`src/logic/ecl_cfg.svh`:
```
// timing and field constants for the edge count led current control block
`ifndef ECL_CFG_SVH
`define ECL_CFG_SVH
`define ECL_CLK_PERIOD_NS 10
`define ECL_T_LAT_US 500
`define ECL_T_OFF_US 500
`define ECL_T_PWM_OFF_MS 1
`define ECL_T_PWM_ON_US 2
`define ECL_LAT_CYC ((`ECL_T_LAT_US * 1000) / `ECL_CLK_PERIOD_NS)
`define ECL_OFF_CYC ((`ECL_T_OFF_US * 1000) / `ECL_CLK_PERIOD_NS)
`define ECL_PWM_OFF_CYC ((`ECL_T_PWM_OFF_MS * 1000000) / `ECL_CLK_PERIOD_NS)
`define ECL_PWM_ON_CYC ((`ECL_T_PWM_ON_US * 1000) / `ECL_CLK_PERIOD_NS)
`define ECL_CNT_W 20
`define ECL_STEP_W 5
`define ECL_STEP_OFF 5'h00
`define ECL_STEP_FULL 5'h01
`define ECL_LEVELS_16 5'h10
`define ECL_LEVELS_8 5'h08
`define ECL_LEVELS_4 5'h04
`define ECL_SINKS 3
`endif

```
`src/logic/ecl_pkg.sv`:
```
// types for the edge count led current control block
package ecl_pkg;
  typedef enum {ECL_VAR_STEP16, ECL_VAR_STEP8, ECL_VAR_STEP4, ECL_VAR_PWM} ecl_variant_e;
  typedef enum {ECL_ST_OFF, ECL_ST_COUNT, ECL_ST_RUN} ecl_state_e;
  typedef logic [4:0] ecl_step_t;
endpackage

```
`src/logic/ecl_ctrl.sv`:
```
// single-pin led current step and pwm control with charge pump mode policy
// Functional notes
// RULE1 - each rising edge on the control pin adds one to the step count
// RULE2 - count applies to sinks only after pin stays high for the latch pause; the code applies code 1 at once on the first edge from shutdown
// RULE3 - pin low beyond off timeout shuts down and clears step register
// RULE4 - first rising edge from shutdown turns on at full scale, code 1
// RULE5 - further edges lower current; 16-level code equals edge count
// RULE6 - 8-level variant uses codes 1 to 8, 8 is lowest
// RULE7 - 4-level variant uses codes 1 to 4, 4 is lowest
// RULE8 - host keeps edge rate at or below 1 MHz
// RULE9 - serial variants leave 2x mode once supply is sufficient again
// RULE10 - pwm variant stays latched in 2x mode once entered
// RULE11 - pwm pin low for 1 ms clears the 2x latch
// RULE12 - pwm pin low for 1 ms enters low-power shutdown
// RULE13 - pwm variant sinks conduct while the pin is high
// RULE14 - high pwm pin enables the device from shutdown
// RULE15 - host low pulses in a burst last 0.3 to 75 us
// RULE16 - pwm sinks turn on about 2 us after pin rises
// RULE17 - edges past the last step hold the lowest-current code
// RULE18 - a parameter selects 16, 8, 4 level serial or pwm variant
`timescale 1ns/10ps
`include "ecl_cfg.svh"
module ecl_ctrl
  import ecl_pkg::*;
#(
  parameter ecl_variant_e VARIANT = ECL_VAR_STEP16,
  parameter int LAT_CYC = `ECL_LAT_CYC,
  parameter int OFF_CYC = `ECL_OFF_CYC,
  parameter int PWM_OFF_CYC = `ECL_PWM_OFF_CYC
)
(
  input wire logic mclk,
  input wire logic nrst,
  input wire logic ce,
  input wire logic ctrl_pin,
  input wire logic supply_low,
  output logic [`ECL_STEP_W-1:0] step_code,
  output logic [`ECL_SINKS-1:0] led_sink_outputs,
  output logic pump_2x,
  output logic active
);

  // ****************************************
  // constants and helpers
  // ****************************************
  localparam int PWM_ON_CYC = `ECL_PWM_ON_CYC;
  localparam bit IS_PWM = (VARIANT == ECL_VAR_PWM); // RULE18

  function automatic ecl_step_t last_step(input ecl_variant_e v);
    case (v)
      ECL_VAR_STEP8: last_step = `ECL_LEVELS_8;
      ECL_VAR_STEP4: last_step = `ECL_LEVELS_4;
      default: last_step = `ECL_LEVELS_16;
    endcase
  endfunction

  localparam ecl_step_t LAST = last_step(VARIANT);

  // ****************************************
  // pin sync, edge detect and level timer
  // ****************************************
  logic pin_s;
  logic pin_d_reg;
  logic pin_d_next;
  logic rise;
  logic fall;
  logic [`ECL_CNT_W-1:0] level_cnt;

  ecl_sync u_sync (
    .mclk(mclk),
    .nrst(nrst),
    .ce(ce),
    .din(ctrl_pin),
    .dout(pin_s)
  );

  assign rise = pin_s & ~pin_d_reg;
  assign fall = ~pin_s & pin_d_reg;

  ecl_timer u_timer (
    .mclk(mclk),
    .nrst(nrst),
    .ce(ce),
    .restart(rise | fall),
    .count(level_cnt)
  );

  logic low_off;
  logic high_lat;
  logic pwm_low_off;
  logic pwm_on_ok;
  // edge cycle still holds the old level's count
  assign low_off = ~pin_s & ~fall & (level_cnt >= `ECL_CNT_W'(OFF_CYC));
  assign high_lat = pin_s & ~rise & (level_cnt >= `ECL_CNT_W'(LAT_CYC));
  assign pwm_low_off = ~pin_s & ~fall & (level_cnt >= `ECL_CNT_W'(PWM_OFF_CYC));
  assign pwm_on_ok = pin_s & ~rise & (level_cnt >= `ECL_CNT_W'(PWM_ON_CYC));

  // ****************************************
  // control state
  // ****************************************
  ecl_state_e state_reg;
  ecl_state_e state_next;
  ecl_step_t count_reg;
  ecl_step_t count_next;
  ecl_step_t step_reg;
  ecl_step_t step_next;
  logic [`ECL_SINKS-1:0] sink_reg;
  logic [`ECL_SINKS-1:0] sink_next;
  logic pump_reg;
  logic pump_next;
  logic active_reg;
  logic active_next;

  always_comb
  begin
    state_next = state_reg;
    count_next = count_reg;
    step_next = step_reg;
    pump_next = pump_reg;
    pin_d_next = ce ? pin_s : pin_d_reg;
    if (ce)
    begin
      if (!IS_PWM)
      begin
        case (state_reg)
          ECL_ST_OFF:
          begin
            if (rise)
            begin
              count_next = `ECL_STEP_FULL; // RULE4
              step_next = `ECL_STEP_FULL; // RULE4
              state_next = ECL_ST_COUNT;
            end
          end
          ECL_ST_COUNT, ECL_ST_RUN:
          begin
            if (low_off)
            begin
              state_next = ECL_ST_OFF; // RULE3
              count_next = `ECL_STEP_OFF; // RULE3
              step_next = `ECL_STEP_OFF; // RULE3
            end
            else if (rise)
            begin
              state_next = ECL_ST_COUNT;
              if (state_reg == ECL_ST_RUN)
                count_next = `ECL_STEP_FULL; // RULE1
              else if (count_reg < LAST)
                count_next = count_reg + `ECL_STEP_W'(1); // RULE1 RULE5 RULE6 RULE7
              else
                count_next = LAST; // RULE17
            end
            else if (high_lat && state_reg == ECL_ST_COUNT)
            begin
              step_next = count_reg; // RULE2
              state_next = ECL_ST_RUN;
            end
          end
          default: state_next = ECL_ST_OFF;
        endcase
        pump_next = active_reg & supply_low; // RULE9
      end
      else
      begin
        case (state_reg)
          ECL_ST_OFF:
          begin
            if (pin_s)
            begin
              state_next = ECL_ST_RUN; // RULE14
              step_next = `ECL_STEP_FULL;
            end
          end
          default:
          begin
            if (pwm_low_off)
            begin
              state_next = ECL_ST_OFF; // RULE12
              step_next = `ECL_STEP_OFF;
            end
          end
        endcase
        if (pwm_low_off)
          pump_next = 1'b0; // RULE11
        else if (state_reg != ECL_ST_OFF && supply_low)
          pump_next = 1'b1; // RULE10
      end
    end
  end

  always_comb
  begin
    if (IS_PWM)
      sink_next = {`ECL_SINKS{pwm_on_ok & (state_reg != ECL_ST_OFF)}}; // RULE13 RULE16
    else
      sink_next = {`ECL_SINKS{step_reg != `ECL_STEP_OFF}};
    active_next = (state_next != ECL_ST_OFF);
    if (!ce)
    begin
      sink_next = sink_reg;
      active_next = active_reg;
    end
  end

  always_ff @(posedge mclk or negedge nrst)
  begin
    if (!nrst)
    begin
      state_reg <= ECL_ST_OFF;
      count_reg <= `ECL_STEP_OFF;
      step_reg <= `ECL_STEP_OFF;
      sink_reg <= '0;
      pump_reg <= 1'b0;
      active_reg <= 1'b0;
      pin_d_reg <= 1'b0;
    end
    else
    begin
      state_reg <= state_next;
      count_reg <= count_next;
      step_reg <= step_next;
      sink_reg <= sink_next;
      pump_reg <= pump_next;
      active_reg <= active_next;
      pin_d_reg <= pin_d_next;
    end
  end

  assign step_code = step_reg;
  assign led_sink_outputs = sink_reg;
  assign pump_2x = pump_reg;
  assign active = active_reg;

  // ****************************************
  // checks
  // ****************************************
  property p_count_sat;
    @(posedge mclk) disable iff (!nrst) count_reg <= LAST;
  endproperty
  a_count_sat: assert property (p_count_sat) else $error("step count beyond last step"); // RULE17

  property p_first_edge;
    @(posedge mclk) disable iff (!nrst)
      (!IS_PWM && ce && state_reg == ECL_ST_OFF && rise) |=> (count_reg == `ECL_STEP_FULL);
  endproperty
  a_first_edge: assert property (p_first_edge) else $error("first edge not full scale"); // RULE4

  property p_off_clear;
    @(posedge mclk) disable iff (!nrst)
      (!IS_PWM && ce && low_off) |=> (step_reg == `ECL_STEP_OFF && state_reg == ECL_ST_OFF);
  endproperty
  a_off_clear: assert property (p_off_clear) else $error("low timeout did not clear step"); // RULE3

  property p_step_stable;
    @(posedge mclk) disable iff (!nrst)
      (!IS_PWM && $changed(step_reg))
        |-> ($past(high_lat) || $past(low_off) || ($past(state_reg) == ECL_ST_OFF));
  endproperty
  a_step_stable: assert property (p_step_stable) else $error("step applied before latch pause"); // RULE2

  property p_edge_count;
    @(posedge mclk) disable iff (!nrst)
      (!IS_PWM && ce && state_reg == ECL_ST_COUNT && rise && !low_off && count_reg < LAST)
        |=> count_reg == $past(count_reg) + `ECL_STEP_W'(1);
  endproperty
  a_edge_count: assert property (p_edge_count) else $error("edge not counted"); // RULE1

  property p_pwm_latch;
    @(posedge mclk) disable iff (!nrst)
      (IS_PWM && pump_reg && !pwm_low_off) |=> pump_reg;
  endproperty
  a_pwm_latch: assert property (p_pwm_latch) else $error("2x latch dropped"); // RULE10

  property p_pwm_clear;
    @(posedge mclk) disable iff (!nrst)
      (IS_PWM && ce && pwm_low_off) |=> (!pump_reg && state_reg == ECL_ST_OFF);
  endproperty
  a_pwm_clear: assert property (p_pwm_clear) else $error("1 ms low did not shut down"); // RULE11

  property p_serial_pump;
    @(posedge mclk) disable iff (!nrst)
      (!IS_PWM && ce && !supply_low) |=> !pump_reg;
  endproperty
  a_serial_pump: assert property (p_serial_pump) else $error("2x held with good supply"); // RULE9

  property p_pwm_sink_low;
    @(posedge mclk) disable iff (!nrst)
      (IS_PWM && ce && !pin_s) |=> (led_sink_outputs == '0);
  endproperty
  a_pwm_sink_low: assert property (p_pwm_sink_low) else $error("sinks on while pin low"); // RULE13

  property p_pwm_on_delay;
    @(posedge mclk) disable iff (!nrst)
      (IS_PWM && ce && pin_s && !rise && level_cnt < `ECL_CNT_W'(PWM_ON_CYC)) |=> (led_sink_outputs == '0);
  endproperty
  a_pwm_on_delay: assert property (p_pwm_on_delay) else $error("sinks on before turn-on delay"); // RULE16

  property p_latch_apply;
    @(posedge mclk) disable iff (!nrst)
      (!IS_PWM && ce && state_reg == ECL_ST_COUNT && high_lat)
        |=> (step_reg == $past(count_reg) && state_reg == ECL_ST_RUN);
  endproperty
  a_latch_apply: assert property (p_latch_apply) else $error("latch pause did not apply count"); // RULE2

  property p_pwm_wake;
    @(posedge mclk) disable iff (!nrst)
      (IS_PWM && ce && state_reg == ECL_ST_OFF && pin_s) |=> (active && step_code == `ECL_STEP_FULL);
  endproperty
  a_pwm_wake: assert property (p_pwm_wake) else $error("high pin did not wake device"); // RULE14
endmodule

```
`src/logic/ecl_sync.sv`:
```
// two flip-flop synchroniser for the control pin
`timescale 1ns/10ps
module ecl_sync
  import ecl_pkg::*;
(
  input wire logic mclk,
  input wire logic nrst,
  input wire logic ce,
  input wire logic din,
  output logic dout
);
  logic meta_reg;
  logic meta_next;
  logic sync_reg;
  logic sync_next;

  always_comb
  begin
    meta_next = ce ? din : meta_reg;
    sync_next = ce ? meta_reg : sync_reg;
  end

  always_ff @(posedge mclk or negedge nrst)
  begin
    if (!nrst)
    begin
      meta_reg <= 1'b0;
      sync_reg <= 1'b0;
    end
    else
    begin
      meta_reg <= meta_next;
      sync_reg <= sync_next;
    end
  end

  assign dout = sync_reg;
endmodule

```
`src/logic/ecl_timer.sv`:
```
// level duration counter, saturating, restarts on level change
`timescale 1ns/10ps
`include "ecl_cfg.svh"
module ecl_timer
  import ecl_pkg::*;
(
  input wire logic mclk,
  input wire logic nrst,
  input wire logic ce,
  input wire logic restart,
  output logic [`ECL_CNT_W-1:0] count
);
  logic [`ECL_CNT_W-1:0] cnt_reg;
  logic [`ECL_CNT_W-1:0] cnt_next;

  always_comb
  begin
    cnt_next = cnt_reg;
    if (ce)
    begin
      if (restart)
        cnt_next = '0;
      else if (cnt_reg != {`ECL_CNT_W{1'b1}})
        cnt_next = cnt_reg + `ECL_CNT_W'(1);
    end
  end

  always_ff @(posedge mclk or negedge nrst)
  begin
    if (!nrst)
      cnt_reg <= '0;
    else
      cnt_reg <= cnt_next;
  end

  assign count = cnt_reg;
endmodule

```
`config.mk`:
```
export PLATFORM = sky130hd
export DESIGN_NAME = ecl_ctrl
export DESIGN_NICKNAME = d
export VERILOG_FILES = /design/src/logic/ecl_pkg.sv /design/src/logic/ecl_ctrl.sv /design/src/logic/ecl_sync.sv /design/src/logic/ecl_timer.sv
export VERILOG_INCLUDE_DIRS = /design/src /design/src/logic
export SDC_FILE = /design/constraint.sdc
export NUM_CORES = 1
export LEC_CHECK = 0
export CAP_MARGIN = 20
export CORE_MARGIN = 5
export CORE_UTILIZATION = 40
export DETAILED_ROUTE_END_ITERATION = 8
export DONT_BUFFER_PORTS = 1
export HOLD_SLACK_MARGIN = 0.08
export MAX_ROUTING_LAYER = met4
export PLACE_DENSITY = 0.61
export SYNTH_ARGS = -nofsm -noshare
export SYNTH_HDL_FRONTEND = slang
export SYNTH_HIERARCHICAL = 1
export SYNTH_SLANG_ARGS = --single-unit
```
`constraint.sdc`:
```
create_clock -name mclk -period 3 [get_ports mclk]
set_input_delay 0.15 -clock mclk [delete_from_list [all_inputs] [get_ports mclk]]
set_output_delay 0.15 -clock mclk [all_outputs]
set_load 0.01 [all_outputs]
```
==> results.cfg <==
[synth]
synth_common_cells = dfrtp_1, and2_1, nor2_1
ys_top_cells_by_area = dfrtp_1, and2_1, nor2_1
synth-edff-count = 0
yosys.area.top_type = dfrtp_1
synth.most_common_cell = dfrtp_1
netlist_area_mm2 = 0.00355
synth.distinct_cells = 59
syn_nets = 358
synth_warnings = 6
syn_avg_cell_area_um2 = 10.2
synth_top_area_share_pct = 47.9
async_reset_ff_share_pct = 100
seq_area_frac_synth_pct = 47.9
synth_ff_type = dfrtp_1
synth_seq_cells = 68
syn_inst = 347

[cts]
clock_latency_ns = 0.34
cts_made_buffers = 9
cts_root_buf = clkbuf_8
clk_path_buf_depth = 2
cts_resized = 0
clk_pin_slew_ns = 0.08
htreeDepth = 3
cts_tree = built
cts.sinks = 68

[timing]
hold_viol = 0
fin_crit_sh_pct = 77.9
max_freq_mhz = 428
rsz0062_at_grt = no
drv_slew = 0
fin_tns_setup_ns = 0
fin_ws_ns = 0.663
fin_skew_ns = 0.0142
worst_slew_pin_slew_ns = 0.599
period_minus_slack_ns = 2.34
finalSetupViolCount = 0
slew-limit-headroom_pct = 60.1

[worst_setup_path]
start_kind = flip-flop
crit_chain = and4bb_1, and4_1, a211o_4, o21ai_2, a2111oi_4, mux2_4
worstPathArrival_ns = 2.56
required_ns = 3.23
setup.worst_path.end_class = flip-flop
critical_path_class = flip-flop to flip-flop
cp_max_fo = 11
slowest_delay_ns = 0.59
critPathSlowestCell = a2111oi_4

[global_route]
grt_util_all_layers_pct = 14.3
grt_pass1_wl_um = 12400
antenna_found_initial = 0
grt_max_degree = 69
overflow = 0
grt_pass1_vias = 2419

[drt]
ant_nets = 0
drc = 0
wirelength_um = 7190
via_per_inst = 5.47
dr.pass1.iters = 4
avgRoutedWirePerCell_um = 15.6
num_vias = 2515
drtIter0Drc = 156

[placement]
gp_congestion = 0.826
port_buffers = 0
pre_cts_ws_ns = 0.672
dp_cells = 439
hpwlAfterDp_um = 4660
dpl_cell_area_mm2 = 0.00361

[power_and_ir_drop]
p_leak_nw = 1.69
total_power_mw = 2.75
vdd_drop_max_v = 0.000261
powerDensity_mw_per_mm2 = 708

[floorplan]
pin_count = 15
initial_core_util_pct = 40.9
die_w_um = 104
dieHeight_um = 104
die-area_mm2 = 0.0109
rows = 34
core_area_mm2 = 0.00868

[layout]
largest_reg_flops = 32
stdcell_count = 460
antenna_cells = 0
nets = 358
fin_area_mm2 = 0.00388
drive_above_1_share_pct = 11.6
area_growth_syn_to_layout_pct = 9.33

[worst_hold_path]
holdCritPathClass = primary input to flip-flop

[status]
outcome = completed

[flow_run]
cap_violations = 0
[routing by layer]
metal  vias up  track usage, %  part of all wire [%]
li1       1263               -                     -
met1      1196            20.2                    51
met2        46            20.2                    45
met3        10            3.10                   2.5
met4         0            5.09                   1.4
met5         -               -                     0
[report_power, final]
| group | internal (mW) | switching (mW) | total [mW] |
|---|---|---|---|
| clock | 0.414 | 0.341 | 0.755 |
| sequential | 1.06 | 0.257 | 1.32 |
| combinational | 0.306 | 0.372 | 0.678 |
[worst paths after layout]
| path | startpoint | endpoint | slack (ns) | depth (start not counted) |
|---|---|---|---|---|
| setup / recovery | u_timer/count[7]$_DFFE_PN0P_ | step_code[0]$_DFFE_PN0P_ | 0.66 | 6 |
| hold / removal | ce | u_timer/count[19]$_DFFE_PN0P_ | 0.11 | 2 |
| setup reg to reg | u_timer/count[7]$_DFFE_PN0P_ | step_code[0]$_DFFE_PN0P_ | 0.66 | 6 |
| hold reg to reg | state_reg[27]$_DFF_PN0_ | state_reg[27]$_DFF_PN0_ | 0.48 | 1 |
| max in group asynchronous | nrst | step_code[3]$_DFFE_PN0P_ | 2.37 | 2 |
| min in group asynchronous | nrst | u_timer/count[10]$_DFFE_PN0P_ | 0.34 | 2 |
[stage by stage]
stage,hold WS [ns],utilization [%]
after CTS,0.0812,44.8
after global placement,-0.141,41.6
after global routing,0.0855,44.8
after detailed placement,-0.140,41.6
after floorplan,-0.146,-
final,0.108,44.8
[logic make-up after synthesis]
group / share of synthesized area [%]
adders and majority gates: 2.11
buffers and inverters: 5.18
muxes: 5.46
and+or+nand+nor: 24.9
DFF: 47.9
AOI/OAI and AO/OA: 14.4
[what timing repair did]
action,in CTS,in global routing
hold buffers,5,0
hold endpoints to repair,79,0
setup endpoints to repair,0,0
setup buffers,0,0
[layout make-up]
cell class | instances | area (µm²)
Fill cell | 850 | 4790
Multi-Input combinational cell | 237 | 1670
Clock inverter | 2 | 15.0
Tap cell | 108 | 135
Timing Repair Buffer | 7 | 82.6
Sequential cell | 68 | 1700
Clock buffer | 14 | 193
Inverter | 24 | 90.1
[placed cells by master, fill, tap and decap left out, drive strengths merged, types with 9 or more instances in the layout]
cell,n
and2,32
nor2,27
nor4,17
dfrtp,68
nand2,18
clkbuf,14
nand3,14
nand4,13
mux2i,10
o21ai,14
inv,24
a21oi,9
[worst max-delay path, delay by kind of cell, from the launching register on]
kind            cells  cell delay [ns]
mux                 1             0.34
simple gates        2             0.54
compound gates      3             0.86
flops               1             0.49
Power figures use the tool's default switching activity.
